===== src/verilog/ssd_defs.vh =====
// Constants for the safe slave data path: register map, fields, resets
`ifndef SSD_DEFS_VH
`define SSD_DEFS_VH

// ----------------------------------------------------------------
// Register byte addresses
// ----------------------------------------------------------------
`define SSD_ADDR_W          12
`define SSD_OFS_CONFIG      12'h000
`define SSD_OFS_STATUS      12'h004
`define SSD_OFS_DATA        12'h008

// ----------------------------------------------------------------
// Configuration register fields
// ----------------------------------------------------------------
`define SSD_CFG_W           15
`define SSD_CFG_SAFETY      0
`define SSD_CFG_EXT_ADDR    1
`define SSD_CFG_BANKED      2
`define SSD_CFG_SYNC_IO     3
`define SSD_CFG_JOINT_INV   4
`define SSD_CFG_B_SLAVE     5
`define SSD_CFG_INV_LO      6
`define SSD_CFG_INV_HI      9
`define SSD_CFG_FILT_LO     10
`define SSD_CFG_FILT_HI     13
`define SSD_CFG_RESET       15'h0000

// ----------------------------------------------------------------
// Status register fields
// ----------------------------------------------------------------
`define SSD_ST_BLOCK        0
`define SSD_ST_SAFETY       1
`define SSD_ST_PREV_I2      2
`define SSD_ST_LOCK         3
`define SSD_ST_HOLD_LO      4
`define SSD_ST_HOLD_HI      5
`define SSD_ST_FIFO_LO      8
`define SSD_ST_FIFO_HI      11

// ----------------------------------------------------------------
// Data register fields
// ----------------------------------------------------------------
`define SSD_DAT_IN_LO       0
`define SSD_DAT_IN_HI       3
`define SSD_DAT_OUT_LO      4
`define SSD_DAT_OUT_HI      7

// ----------------------------------------------------------------
// Call word: info bits plus kind bit
// ----------------------------------------------------------------
`define SSD_CALL_W          5
`define SSD_CALL_KIND       4
`define SSD_KIND_EXCHANGE   1'h0
`define SSD_KIND_PARAM      1'h1
`define SSD_FIFO_DEPTH      8
`define SSD_FIFO_AW         3

// ----------------------------------------------------------------
// Bit positions of call bits I0..I3 and data bits D0..D3
// ----------------------------------------------------------------
`define SSD_I0              0
`define SSD_I1              1
`define SSD_I2              2
`define SSD_I3              3
`define SSD_D0              0
`define SSD_D1              1
`define SSD_D2              2
`define SSD_D3              3

`endif


===== src/verilog/ssd_fifo.v =====
// Flip-flop FIFO with valid/ready on both sides and a clock enable
module ssd_fifo #(
    parameter WIDTH = 5,
    parameter DEPTH = 8,
    parameter AW    = 3
) (
    // Clock and reset
    input  wire             pclk,
    input  wire             presetn,
    input  wire             clk_en,
    // Fill side
    input  wire             in_valid,
    output wire             in_ready,
    input  wire [WIDTH-1:0] in_data,
    // Drain side
    output wire             out_valid,
    input  wire             out_ready,
    output wire [WIDTH-1:0] out_data,
    // Fill level
    output wire [AW:0]      level
);

    reg [WIDTH-1:0] mem [0:DEPTH-1];
    reg [AW-1:0]    wr_ptr;
    reg [AW-1:0]    rd_ptr;
    reg [AW:0]      count;

    wire push = clk_en & in_valid & in_ready;
    wire pop  = clk_en & out_valid & out_ready;

    assign in_ready  = (count != DEPTH[AW:0]);
    assign out_valid = (count != {(AW+1){1'b0}});
    assign out_data  = mem[rd_ptr];
    assign level     = count;

    always @(posedge pclk) begin
        if (push) begin
            mem[wr_ptr] <= in_data;
        end
    end

    always @(posedge pclk or negedge presetn) begin
        if (!presetn) begin
            wr_ptr <= {AW{1'b0}};
            rd_ptr <= {AW{1'b0}};
            count  <= {(AW+1){1'b0}};
        end else begin
            if (push) begin
                wr_ptr <= (wr_ptr == DEPTH[AW-1:0] - 1'b1) ?
                          {AW{1'b0}} : wr_ptr + 1'b1;
            end
            if (pop) begin
                rd_ptr <= (rd_ptr == DEPTH[AW-1:0] - 1'b1) ?
                          {AW{1'b0}} : rd_ptr + 1'b1;
            end
            if (push && !pop) begin
                count <= count + 1'b1;
            end else if (pop && !push) begin
                count <= count - 1'b1;
            end
        end
    end

endmodule


===== src/verilog/ssd_data_path.v =====
// Slave data-port path: banked outputs, safety input path, APB registers
//
// Added by the designer: the address map and the APB register port.
`include "ssd_defs.vh"

module ssd_data_path (
    // Clock, reset, enable
    input  wire        pclk,
    input  wire        presetn,
    input  wire        clk_en,
    // APB slave
    input  wire        psel,
    input  wire        penable,
    input  wire        pwrite,
    input  wire [11:0] paddr,
    input  wire [31:0] pwdata,
    output reg  [31:0] prdata,
    output reg         pready,
    output reg         pslverr,
    // Decoded master calls
    input  wire        call_valid,
    output wire        call_ready_q,
    input  wire        call_param,
    input  wire [3:0]  call_info,
    // Slave answer to the master
    output reg         resp_valid,
    input  wire        resp_ready,
    output reg  [3:0]  resp_data,
    // Data port pins
    input  wire [3:0]  data_in_pin,
    output reg  [3:0]  data_out,
    output reg         data_strobe
);

    // ----------------------------------------------------------------
    // Configuration and state
    // ----------------------------------------------------------------
    reg  [`SSD_CFG_W-1:0] config_reg;
    reg                   exchange_block;
    reg                   prev_i2;
    reg                   pair_one_low_hold;
    reg                   pair_one_high_hold;
    reg                   call_ready_r;

    wire safety_flag        = config_reg[`SSD_CFG_SAFETY];
    wire ext_addr_mode      = config_reg[`SSD_CFG_EXT_ADDR];
    wire banked_output_mode = config_reg[`SSD_CFG_BANKED];
    wire sync_io            = config_reg[`SSD_CFG_SYNC_IO];
    wire joint_invert       = config_reg[`SSD_CFG_JOINT_INV];
    wire b_slave            = config_reg[`SSD_CFG_B_SLAVE];
    wire [3:0] input_invert_bit_select =
        config_reg[`SSD_CFG_INV_HI:`SSD_CFG_INV_LO];
    wire [3:0] input_filter_settings =
        config_reg[`SSD_CFG_FILT_HI:`SSD_CFG_FILT_LO];

    wire safety_on = safety_flag;
    wire safety_n  = ~safety_on;

    wire safety_lock = safety_on & (sync_io | (|input_filter_settings));

    wire banked = ext_addr_mode & banked_output_mode;

    // ----------------------------------------------------------------
    // Input pin synchroniser
    // ----------------------------------------------------------------
    // Three stages; a change is taken only once stages two and three agree
    reg [3:0] din_s1;
    reg [3:0] din_s2;
    reg [3:0] din_s3;
    reg [3:0] din_stable;

    always @(posedge pclk or negedge presetn) begin
        if (!presetn) begin
            din_s1     <= 4'h0;
            din_s2     <= 4'h0;
            din_s3     <= 4'h0;
            din_stable <= 4'h0;
        end else if (clk_en) begin
            din_s1 <= data_in_pin;
            din_s2 <= din_s1;
            din_s3 <= din_s2;
            if (din_s2 == din_s3) begin
                din_stable <= din_s3;
            end
        end
    end

    // ----------------------------------------------------------------
    // Input processing paths
    // ----------------------------------------------------------------
    // inverters first
    wire [3:0] phys_inv = din_stable ^ {4{joint_invert}}
                          ^ input_invert_bit_select;

    // Inverted bits by physical pin
    wire pin_d0 = phys_inv[`SSD_D0];
    wire pin_d1 = phys_inv[`SSD_D1];
    wire pin_d2 = phys_inv[`SSD_D2];
    wire pin_d3 = phys_inv[`SSD_D3];

    wire logical_input_two   = pin_d3;
    wire logical_input_three = pin_d2;

    wire safe_d0 = pin_d0 ^ (pin_d1 & logical_input_two
                             & logical_input_three);
    wire [3:0] safety_path = {logical_input_three, logical_input_two,
                              pin_d1, safe_d0};

    wire [3:0] regular_path = (phys_inv & {4{safety_n}})
                              | {4{safety_on}};

    wire [3:0] send_data = safety_on ? safety_path : regular_path;

    // ----------------------------------------------------------------
    // Call FIFO
    // ----------------------------------------------------------------
    wire [`SSD_CALL_W-1:0]  fifo_out;
    wire                    fifo_out_valid;
    wire                    fifo_in_ready;
    wire [`SSD_FIFO_AW:0]   fifo_level;

    // The answer port can stall, so calls back up here and reach the
    // caller as a deasserted ready. A call is taken only once the last
    // answer has gone: this halves throughput but keeps every strobe
    // a single pulse with an idle cycle after it
    wire drain_ready = ~resp_valid;

    ssd_fifo #(
        .WIDTH (`SSD_CALL_W),
        .DEPTH (`SSD_FIFO_DEPTH),
        .AW    (`SSD_FIFO_AW)
    ) u_call_fifo (
        .pclk      (pclk),
        .presetn   (presetn),
        .clk_en    (clk_en),
        .in_valid  (call_valid),
        .in_ready  (fifo_in_ready),
        .in_data   ({call_param, call_info}),
        .out_valid (fifo_out_valid),
        .out_ready (drain_ready),
        .out_data  (fifo_out),
        .level     (fifo_level)
    );

    // Registered copy of ready; the live term gates the push itself
    assign call_ready_q = call_ready_r;

    always @(posedge pclk or negedge presetn) begin
        if (!presetn) begin
            call_ready_r <= 1'b0;
        end else if (clk_en) begin
            call_ready_r <= fifo_in_ready;
        end
    end

    // ----------------------------------------------------------------
    // Call processing
    // ----------------------------------------------------------------
    wire       take     = clk_en & fifo_out_valid & drain_ready;
    wire [3:0] info     = fifo_out[`SSD_I3:`SSD_I0];
    wire       call_i0  = info[`SSD_I0];
    wire       call_i1  = info[`SSD_I1];
    wire       bank_sel = info[`SSD_I2];
    wire       ab_sel   = info[`SSD_I3];
    wire       is_param = (fifo_out[`SSD_CALL_KIND] == `SSD_KIND_PARAM);
    // Refused calls still leave the FIFO so a blocked slave never
    // holds up the calls queued behind them
    // I3 selects A/B
    wire       addr_ok  = ~ext_addr_mode | (ab_sel == b_slave);
    wire       exch_ok  = ~is_param & addr_ok & ~exchange_block;

    always @(posedge pclk or negedge presetn) begin
        if (!presetn) begin
            exchange_block     <= 1'b1;
            prev_i2            <= 1'b0;
            pair_one_low_hold  <= 1'b0;
            pair_one_high_hold <= 1'b0;
            data_out           <= 4'h0;
            data_strobe        <= 1'b0;
            resp_valid         <= 1'b0;
            resp_data          <= 4'h0;
        end else if (clk_en) begin
            data_strobe <= 1'b0;
            if (resp_valid && resp_ready) begin
                resp_valid <= 1'b0;
            end
            if (safety_lock) begin
                exchange_block <= 1'b1;
            end
            if (take && is_param && !safety_lock) begin
                exchange_block <= 1'b0;
            end
            if (take && exch_ok) begin
                resp_valid <= 1'b1;
                resp_data  <= send_data;
                if (banked) begin
                    prev_i2 <= bank_sel;
                    if (bank_sel) begin
                        pair_one_low_hold  <= call_i0;
                        pair_one_high_hold <= call_i1;
                    end else if (prev_i2) begin
                        data_out    <= {call_i1, call_i0,
                                        pair_one_high_hold,
                                        pair_one_low_hold};
                        data_strobe <= 1'b1;
                    end
                end else if (ext_addr_mode) begin
                    // Only three output bits carry data with extended addressing but no banking
                    data_out[`SSD_I2:`SSD_I0] <= info[`SSD_I2:`SSD_I0];
                    data_strobe   <= 1'b1;
                end else begin
                    data_out    <= info;
                    data_strobe <= 1'b1;
                end
            end
        end
    end

    // ----------------------------------------------------------------
    // APB slave
    // ----------------------------------------------------------------
    // No wait state: ready rises in the setup cycle's wake, read data
    // is latched with it so every bus output comes from a flip-flop
    wire setup  = psel & ~penable & ~pready;
    wire hit_c  = (paddr == `SSD_OFS_CONFIG);
    wire hit_s  = (paddr == `SSD_OFS_STATUS);
    wire hit_d  = (paddr == `SSD_OFS_DATA);
    wire mapped = hit_c | hit_s | hit_d;
    wire wr_acc = psel & penable & pready & pwrite & hit_c;

    reg [31:0] next_prdata;

    always @* begin
        next_prdata = 32'h0000_0000;
        if (hit_c) begin
            next_prdata[`SSD_CFG_W-1:0] = config_reg;
        end else if (hit_s) begin
            next_prdata[`SSD_ST_BLOCK]   = exchange_block;
            next_prdata[`SSD_ST_SAFETY]  = safety_on;
            next_prdata[`SSD_ST_PREV_I2] = prev_i2;
            next_prdata[`SSD_ST_LOCK]    = safety_lock;
            next_prdata[`SSD_ST_HOLD_LO] = pair_one_low_hold;
            next_prdata[`SSD_ST_HOLD_HI] = pair_one_high_hold;
            next_prdata[`SSD_ST_FIFO_HI:`SSD_ST_FIFO_LO] = fifo_level;
        end else if (hit_d) begin
            next_prdata[`SSD_DAT_IN_HI:`SSD_DAT_IN_LO]   = send_data;
            next_prdata[`SSD_DAT_OUT_HI:`SSD_DAT_OUT_LO] = data_out;
        end
    end

    always @(posedge pclk or negedge presetn) begin
        if (!presetn) begin
            pready     <= 1'b0;
            pslverr    <= 1'b0;
            prdata     <= 32'h0000_0000;
            config_reg <= `SSD_CFG_RESET;
        end else if (clk_en) begin
            if (setup) begin
                pready  <= 1'b1;
                pslverr <= ~mapped | (pwrite & ~hit_c);
                prdata  <= pwrite ? 32'h0000_0000 : next_prdata;
            end else begin
                // Read data falls back to zero so no stale word lingers
                pready  <= 1'b0;
                pslverr <= 1'b0;
                prdata  <= 32'h0000_0000;
            end
            if (wr_acc) begin
                config_reg <= pwdata[`SSD_CFG_W-1:0];
            end
        end
    end

endmodule


===== config.mk =====
export PLATFORM = sky130hd
export DESIGN_NAME = ssd_data_path
export DESIGN_NICKNAME = d
export VERILOG_FILES = /design/src/verilog/ssd_fifo.v /design/src/verilog/ssd_data_path.v
export VERILOG_INCLUDE_DIRS = /design/src /design/src/verilog
export SDC_FILE = /design/constraint.sdc
export NUM_CORES = 1
export LEC_CHECK = 0
export BUFFER_PORTS_ARGS = -buffer_cell sky130_fd_sc_hd__buf_2
export CAP_MARGIN = 20
export CORE_UTILIZATION = 50
export DETAILED_ROUTE_END_ITERATION = 12
export GPL_ROUTABILITY_DRIVEN = 0
export PLACE_DENSITY_LB_ADDON = 0.05
export SETUP_SLACK_MARGIN = 0.05
export SLEW_MARGIN = 15
export SYNTH_ARGS = -nofsm -noshare
export SYNTH_HDL_FRONTEND = slang
export SYNTH_HIERARCHICAL = 1
export SYNTH_SLANG_ARGS = --single-unit

===== constraint.sdc =====
create_clock -name pclk -period 2.97 [get_ports pclk]
set_input_delay 0.1485 -clock pclk [delete_from_list [all_inputs] [get_ports pclk]]
set_output_delay 0.1485 -clock pclk [all_outputs]
set_load 0.01 [all_outputs]

# After elaboration in Yosys (flattened, before gate mapping)
# Memory sizes are Yosys's and may differ from the RTL's.
# Cells that the tools add are included.
# totals
register_bits,90
ram_bits,40
inputBits,61
out_inout_bits,45
wordCells,125
mem_count,1
# memory_table
name,words,width,read_ports,rd_ports_with_merged_regs,write_ports,line_no,text
u_call_fifo.mem,8,5,1,0,1,ssd_fifo.v:23,reg [WIDTH-1:0] mem [0:DEPTH-1];
# classes
addsub,4
n_eq_ne,10
mux,29
bitwise,36
n_reduce_logical,24
# op_table
cell,count
$mux 15,2
$mux 4,7
$and 1x1->1,17
$mux 1,13
$eq 12x3->1 const B,1
$eq 12x4->1 const B,1
$logic_not 12->1,1
$mux 12,1
$reduce_and 2->1,5
$mux 3,3
$not 1->1,9
$mux 8,1
$reduce_and 4->1,2
$xor 4x4->4,2
$add 3x1->3 const B,2
$eq 3x3->1 const B,2
$logic_and 1x1->1,6
$mux 6,1
$reduce_bool 2->1,3
$or 1x1->1,5
$reduce_and 5->1,1
$add 4x1->4 const B,1
$and 4x4->4,1
$eq 4x4->1,1
12 further kinds,15

# Depth between registers and ports, before layout
# depth
depth_word,11
ltp_mapped,9
ltp_nobuf,9

# Hierarchy
# Netlist, hierarchy kept.
# by_module_without_submodules
module,instances,cells_each,area_per_inst_um2,seq_area_each_um2
ssd_data_path,1,257,3060.4,1577.8
ssd_fifo,1,125,2184.6,1451.4

# Worst setup path after synthesis
# OpenSTA, ideal clock, no wires.
# synth_timing
path_type,reg-to-reg
start,register u_call_fifo.rd_ptr[0]
end,register data_out[3]
setup_time_ns,0.123
arrival_ns,2.780
t_required_ns,2.847
setup_slack_ns,0.067
path_stages_with_launch,8
path_buffers,1
synth_period_minus_slack_ns,2.903
path_cell_list,dfrtp_1 buf_2 mux4_2 mux2_2 or4_1 a21oi_1 a31oi_1 o221a_2
# synth_via
elab_cells_between_ends,13
cone_classes,eq/ne: 2; mux: 4; bitwise: 4; reduce/logical: 2; memory: 1
# synth_rtl
element,line_no,text
start: declaration,ssd_fifo.v:25,reg [AW-1:0] rd_ptr;
start signal: assignment,ssd_fifo.v:45,rd_ptr <= {AW{1'b0}};
start signal: assignment,ssd_fifo.v:53,rd_ptr <= (rd_ptr == DEPTH[AW-1:0] - 1'b1) ?
$mem_v2 8x5,--,
named net fifo_out[4],ssd_data_path.v:117,wire [`SSD_CALL_W-1:0] fifo_out;
$not 1->1,ssd_data_path.v:170,wire exch_ok = ~is_param & addr_ok & ~exchange_block;
$and 1x1->1 (2 in series),ssd_data_path.v:170,
$logic_and 1x1->1,ssd_data_path.v:193,if (take && exch_ok) begin
$reduce_and 5->1 (no source line),--,
end signal: assignment,ssd_data_path.v:202,"data_out <= {call_i1, call_i0,"
end signal: indexed assignment,ssd_data_path.v:209,data_out[`SSD_I2:`SSD_I0] <= info[`SSD_I2:`SSD_I0];
end signal: assignment,ssd_data_path.v:212,data_out <= info;
end: declaration,ssd_data_path.v:31,"output reg [3:0] data_out,"
# The timed path passes the listed nets, and every way through them passes these cells. The select of a mux whose other input is x is not followed.
# A chain may end at the register's enable or synchronous reset.

# Worst setup path after layout
# layout_timing
start,"register u_call_fifo.count[1], in the netlist u_call_fifo/level[1]"
end,"register u_call_fifo.count[3], in the netlist u_call_fifo/level[3]"
# layout_via
elab_chain_cells,6
elab_cells_between_ends,14
cone_classes,add/sub: 2; eq/ne: 1; mux: 2; bitwise: 3; reduce/logical: 6
# layout_rtl
element,line_no,text
start: declaration,ssd_fifo.v:26,reg [AW:0] count;
start signal: assignment,ssd_fifo.v:46,count <= {(AW+1){1'b0}};
start signal: assignment,ssd_fifo.v:57,count <= count + 1'b1;
start signal: assignment,ssd_fifo.v:59,count <= count - 1'b1;
$reduce_bool 4->1 (*),ssd_fifo.v:32,assign out_valid = (count != {(AW+1){1'b0}});
named net fifo_out_valid,ssd_data_path.v:118,wire fifo_out_valid;
$and 1x1->1 (*) (2 in series),ssd_fifo.v:29,wire pop = clk_en & out_valid & out_ready;
$logic_not 1->1,ssd_fifo.v:56,if (push && !pop) begin
$logic_and 1x1->1,ssd_fifo.v:56,
$mux 4 or $reduce_bool 2->1 (tied branches),--,
# The timed path passes the listed nets; every way through them passes the cells marked *. The select of a mux whose other input is x is not followed.

==> metrics.md <==
| Metric | Value |
|---|---|
| Largest family of logic cells by synthesized area | multiplexers |
| Starting Density | about half |
| Fin Setup TNS | 0 ns |
| Headroom to the max-slew limit | a little under two fifths |
| Initial antenna violation count | 0 |
| Met1 Track Usage GR | a little under a third |
| Setup Viol. Count Final | 0 |
| HP Class | input port to register |
| Outcome | finished, final reports clean |
| Die area | about 0.011 sq mm |
| Crit end category | register |
| Crit path kind | register to register |
| CTS buffer count | 17 |
| Syn-to-layout area delta | 25.2% |
| Final Util | between 60% and 70% |
| CP Data Arrival Time | between 3 and 4 ns |
| Asr flop ratio synth | 64.6% |
| Nets | around 570 |
| Psw | about 0.0016 W |
| Critical Path Fanout Max | 6 |
| Total congestion overflow | 0 |
| Adder-Cell Fraction of Synth Area | under 10% |
| Post-Synth Simple-Gate Area | 7.90% |
| CTS Root Cell | clkbuf_8 |
| Synth warn | 6 |
| Synth Area in XOR/XNOR | around 2.7% |
| FMAX | between 300 and 400 MHz |
| Max Cap Viol | 0 |
| Wire per inst | around 17 um |
| Worst slew pin tran | around 0.93 ns |
| DRC viols | 0 |
| GRT met3 Usage | under 10% |
| Clock Power Share | 34.2% |
| HPWL Detailed | around 7600 um |
| EDFF count, synth | 40 |
| IO Pins | around 110 |
| Register area share after synthesis | approximately 58% |
| Routed WL | roughly 11,000 um |
| GRT busiest layer | met2 |
| # rows | 37 |
| PortBufs | between 70 and 80 |
| 1st-pass router iterations | 4 |
| Slowest CP cell | or4_4 |
| Distinct cell type count after synthesis | 59 |
| Netlist Area Pre-Place | roughly 0.0052 sq mm |
| Sink Count | around 110 |
| Synth Instances | 382 |
| Clock-pin slew on the worst setup and hold paths | ~0.050 ns |
| Compound-cell area share of the yosys netlist | 8.04% |
| Top-count cell post-synth | dfrtp_1 |
| Worst vdd ir | 0.444 mV |
| Share of layout cells above drive strength 1 | 36.5% |
| Post-synthesis mux area share | 16.1% |
| Max-slew violations | 0 |
| Synth area leaders | dfrtp_1, edfxtp_1, mux2_2 |
| CP max stage delay | between 0.5 and 0.6 ns |
| Seq pwr share | between 30% and 40% |
| Crit share post-route | ~93% |
| Die Span X | 104 um |
| Largest net degree at the start of global routing | 74 |
| Sw frac | roughly 29% |
| Drt initial violations | 184 |
| Cell taking the most area after synthesis | dfrtp_1 |
| Vias per cell | roughly 5.4 |
| Int Power | between 0.003 and 0.004 W |
| Family with the most delay on the worst path | simple AND/OR/NAND/NOR gates |
| Worst path bufs/invs | 2 |
| Vias | between 3,000 and 4,000 |
| Ant diodes | 0 |
| Primary FF master, synth | dfrtp_1 |
| Fin. Hold Viols | 0 |
| Max reg flops | 40 |
| Clock period minus worst slack | around 2.8 ns |
| Antenna violation net count after detailed routing | 0 |
| Req. time, crit path | between 3 and 4 ns |
| Grt met2 use | 33.9% |
| Synth Area per Inst | 13.7 sq um |
| First-pass GRT wire length | 18,300 um |
| Pwr Density | approximately 820 mW/mm^2 |
| Total core area | ~0.010 sq mm |
| Synth top area share | 34.4% |
| Worst Clk Skew | 0.00986 ns |
| RSZ-0062 raised after global routing | false |
| Gr usage total | between 20% and 30% |
| Die Ht | 104 um |
| Leakage power | 2.92 nW |
| Logic pwr share | a little over a quarter |
| Clock latency on the worst-skew pair | approximately 0.52 ns |
| Worst path cell trace | or4_4 > and3_1 > inv_1 > ha_2 > inv_1 > ha_4 > or4_1 > o211ai_1 > o211ai_1 |
| Max Root-Sink Buffers | 2 |
| H-Tree Depth | 4 |
| Worst setup SP type | register |
| Seq cells post-synth | about 110 |
| Vias in the first global route | 3,477 |
| Synth cell count leaders | dfrtp_1, mux2_2, edfxtp_1, nor2_1, buf_4 |
| CTS tree | done |
## worst reg2reg max path, delay by kind of cell, from the launching register on
kind	cells	cell delay, ns
AND/OR/NAND/NOR	3	1.31
adder cells (fa/ha/maj)	2	0.48
flip-flops	1	0.45
AO/OA/AOI/OAI	2	0.21
buffers and inverters	2	0.21
## worst paths after layout
kind	start	end	slack, ns	cells past startpoint
max in group asynchronous	presetn	u_call_fifo/level[1]	1.99	2
min in group asynchronous	presetn	data_out[2]	0.30	2
max reg2reg	u_call_fifo/level[1]	u_call_fifo/level[3]	0.20	9
min	clk_en	exchange_block	0.04	4
max	u_call_fifo/level[1]	u_call_fifo/level[3]	0.20	9
min reg2reg	data_strobe	data_strobe	0.48	1
## logic make-up after synthesis
group / Yosys count
xor gates and xnor gates: 16
other: 1
and+or+nand+nor: 70
buffers and inverters: 49
muxes: 65
DFF: 113
AOI/OAI and AO/OA: 60
adders and majority gates: 8
## repair_timing
action	in CTS	in global routing
gates resized for setup	1	3
hold buffers	31	0
pin swaps	0	0
buffers inserted	0	0
hold endpoints to repair	135	0
setup endpoints to repair	1	1
## power by group through the flow
stage | Combinational [W] | Clock [W] | Sequential, W
finish | 0.00144 | 0.00183 | 0.00209
CTS | 0.00144 | 0.00187 | 0.00209
global placement | 0.00135 | 0 | 0.00210
global route | 0.00159 | 0.00194 | 0.00213
detailed placement | 0.00139 | 0 | 0.00212
floorplan | 0.000994 | 0 | 0.00207
## through the flow
step	hold slack, ns	setup slack [ns]	instance area, sq um	std cells	power, W
after global routing	0.0358	0.0678	6570	646	0.00565
final	0.0438	0.198	6570	646	0.00536
after CTS	0.0237	0.0924	6550	646	0.00540
after detailed placement	0.361	0.0588	5700	584	0.00350
after floorplan	-0.147	0.0669	5310	398	0.00307
after global placement	0.354	0.140	5700	584	0.00345
## metal layers
metal,vias up,share of wire (%)
met5,-,0
met4,0,1.3
met3,15,5.0
met2,111,47
met1,1745,46
li1,1626,-
## cells in the final DEF, fill, tap and decap left out, drive strengths merged, types with 7 or more instances in the layout
cell / count
a21oi: 12
buf: 83
mux2i: 8
clkinv: 7
edfxtp: 40
xnor2: 12
nor3: 7
inv: 15
clkbuf: 24
a22o: 8
nand2: 10
dlygate4sd3: 31
nor2: 19
o21ai: 15
ha: 7
dfrtp: 72
conb: 17
mux4: 10
mux2: 47
## layout make-up
class	instances	area (sq um)
clock buffers	24	480
multi-input cells	236	2000
repair buffers	114	758
flip-flops and latches	113	3030
clock inverters	7	60.1
well taps	136	170
fillers	794	3670
inverters	16	60.1
No activity file was read; power rests on OpenSTA's default activity.
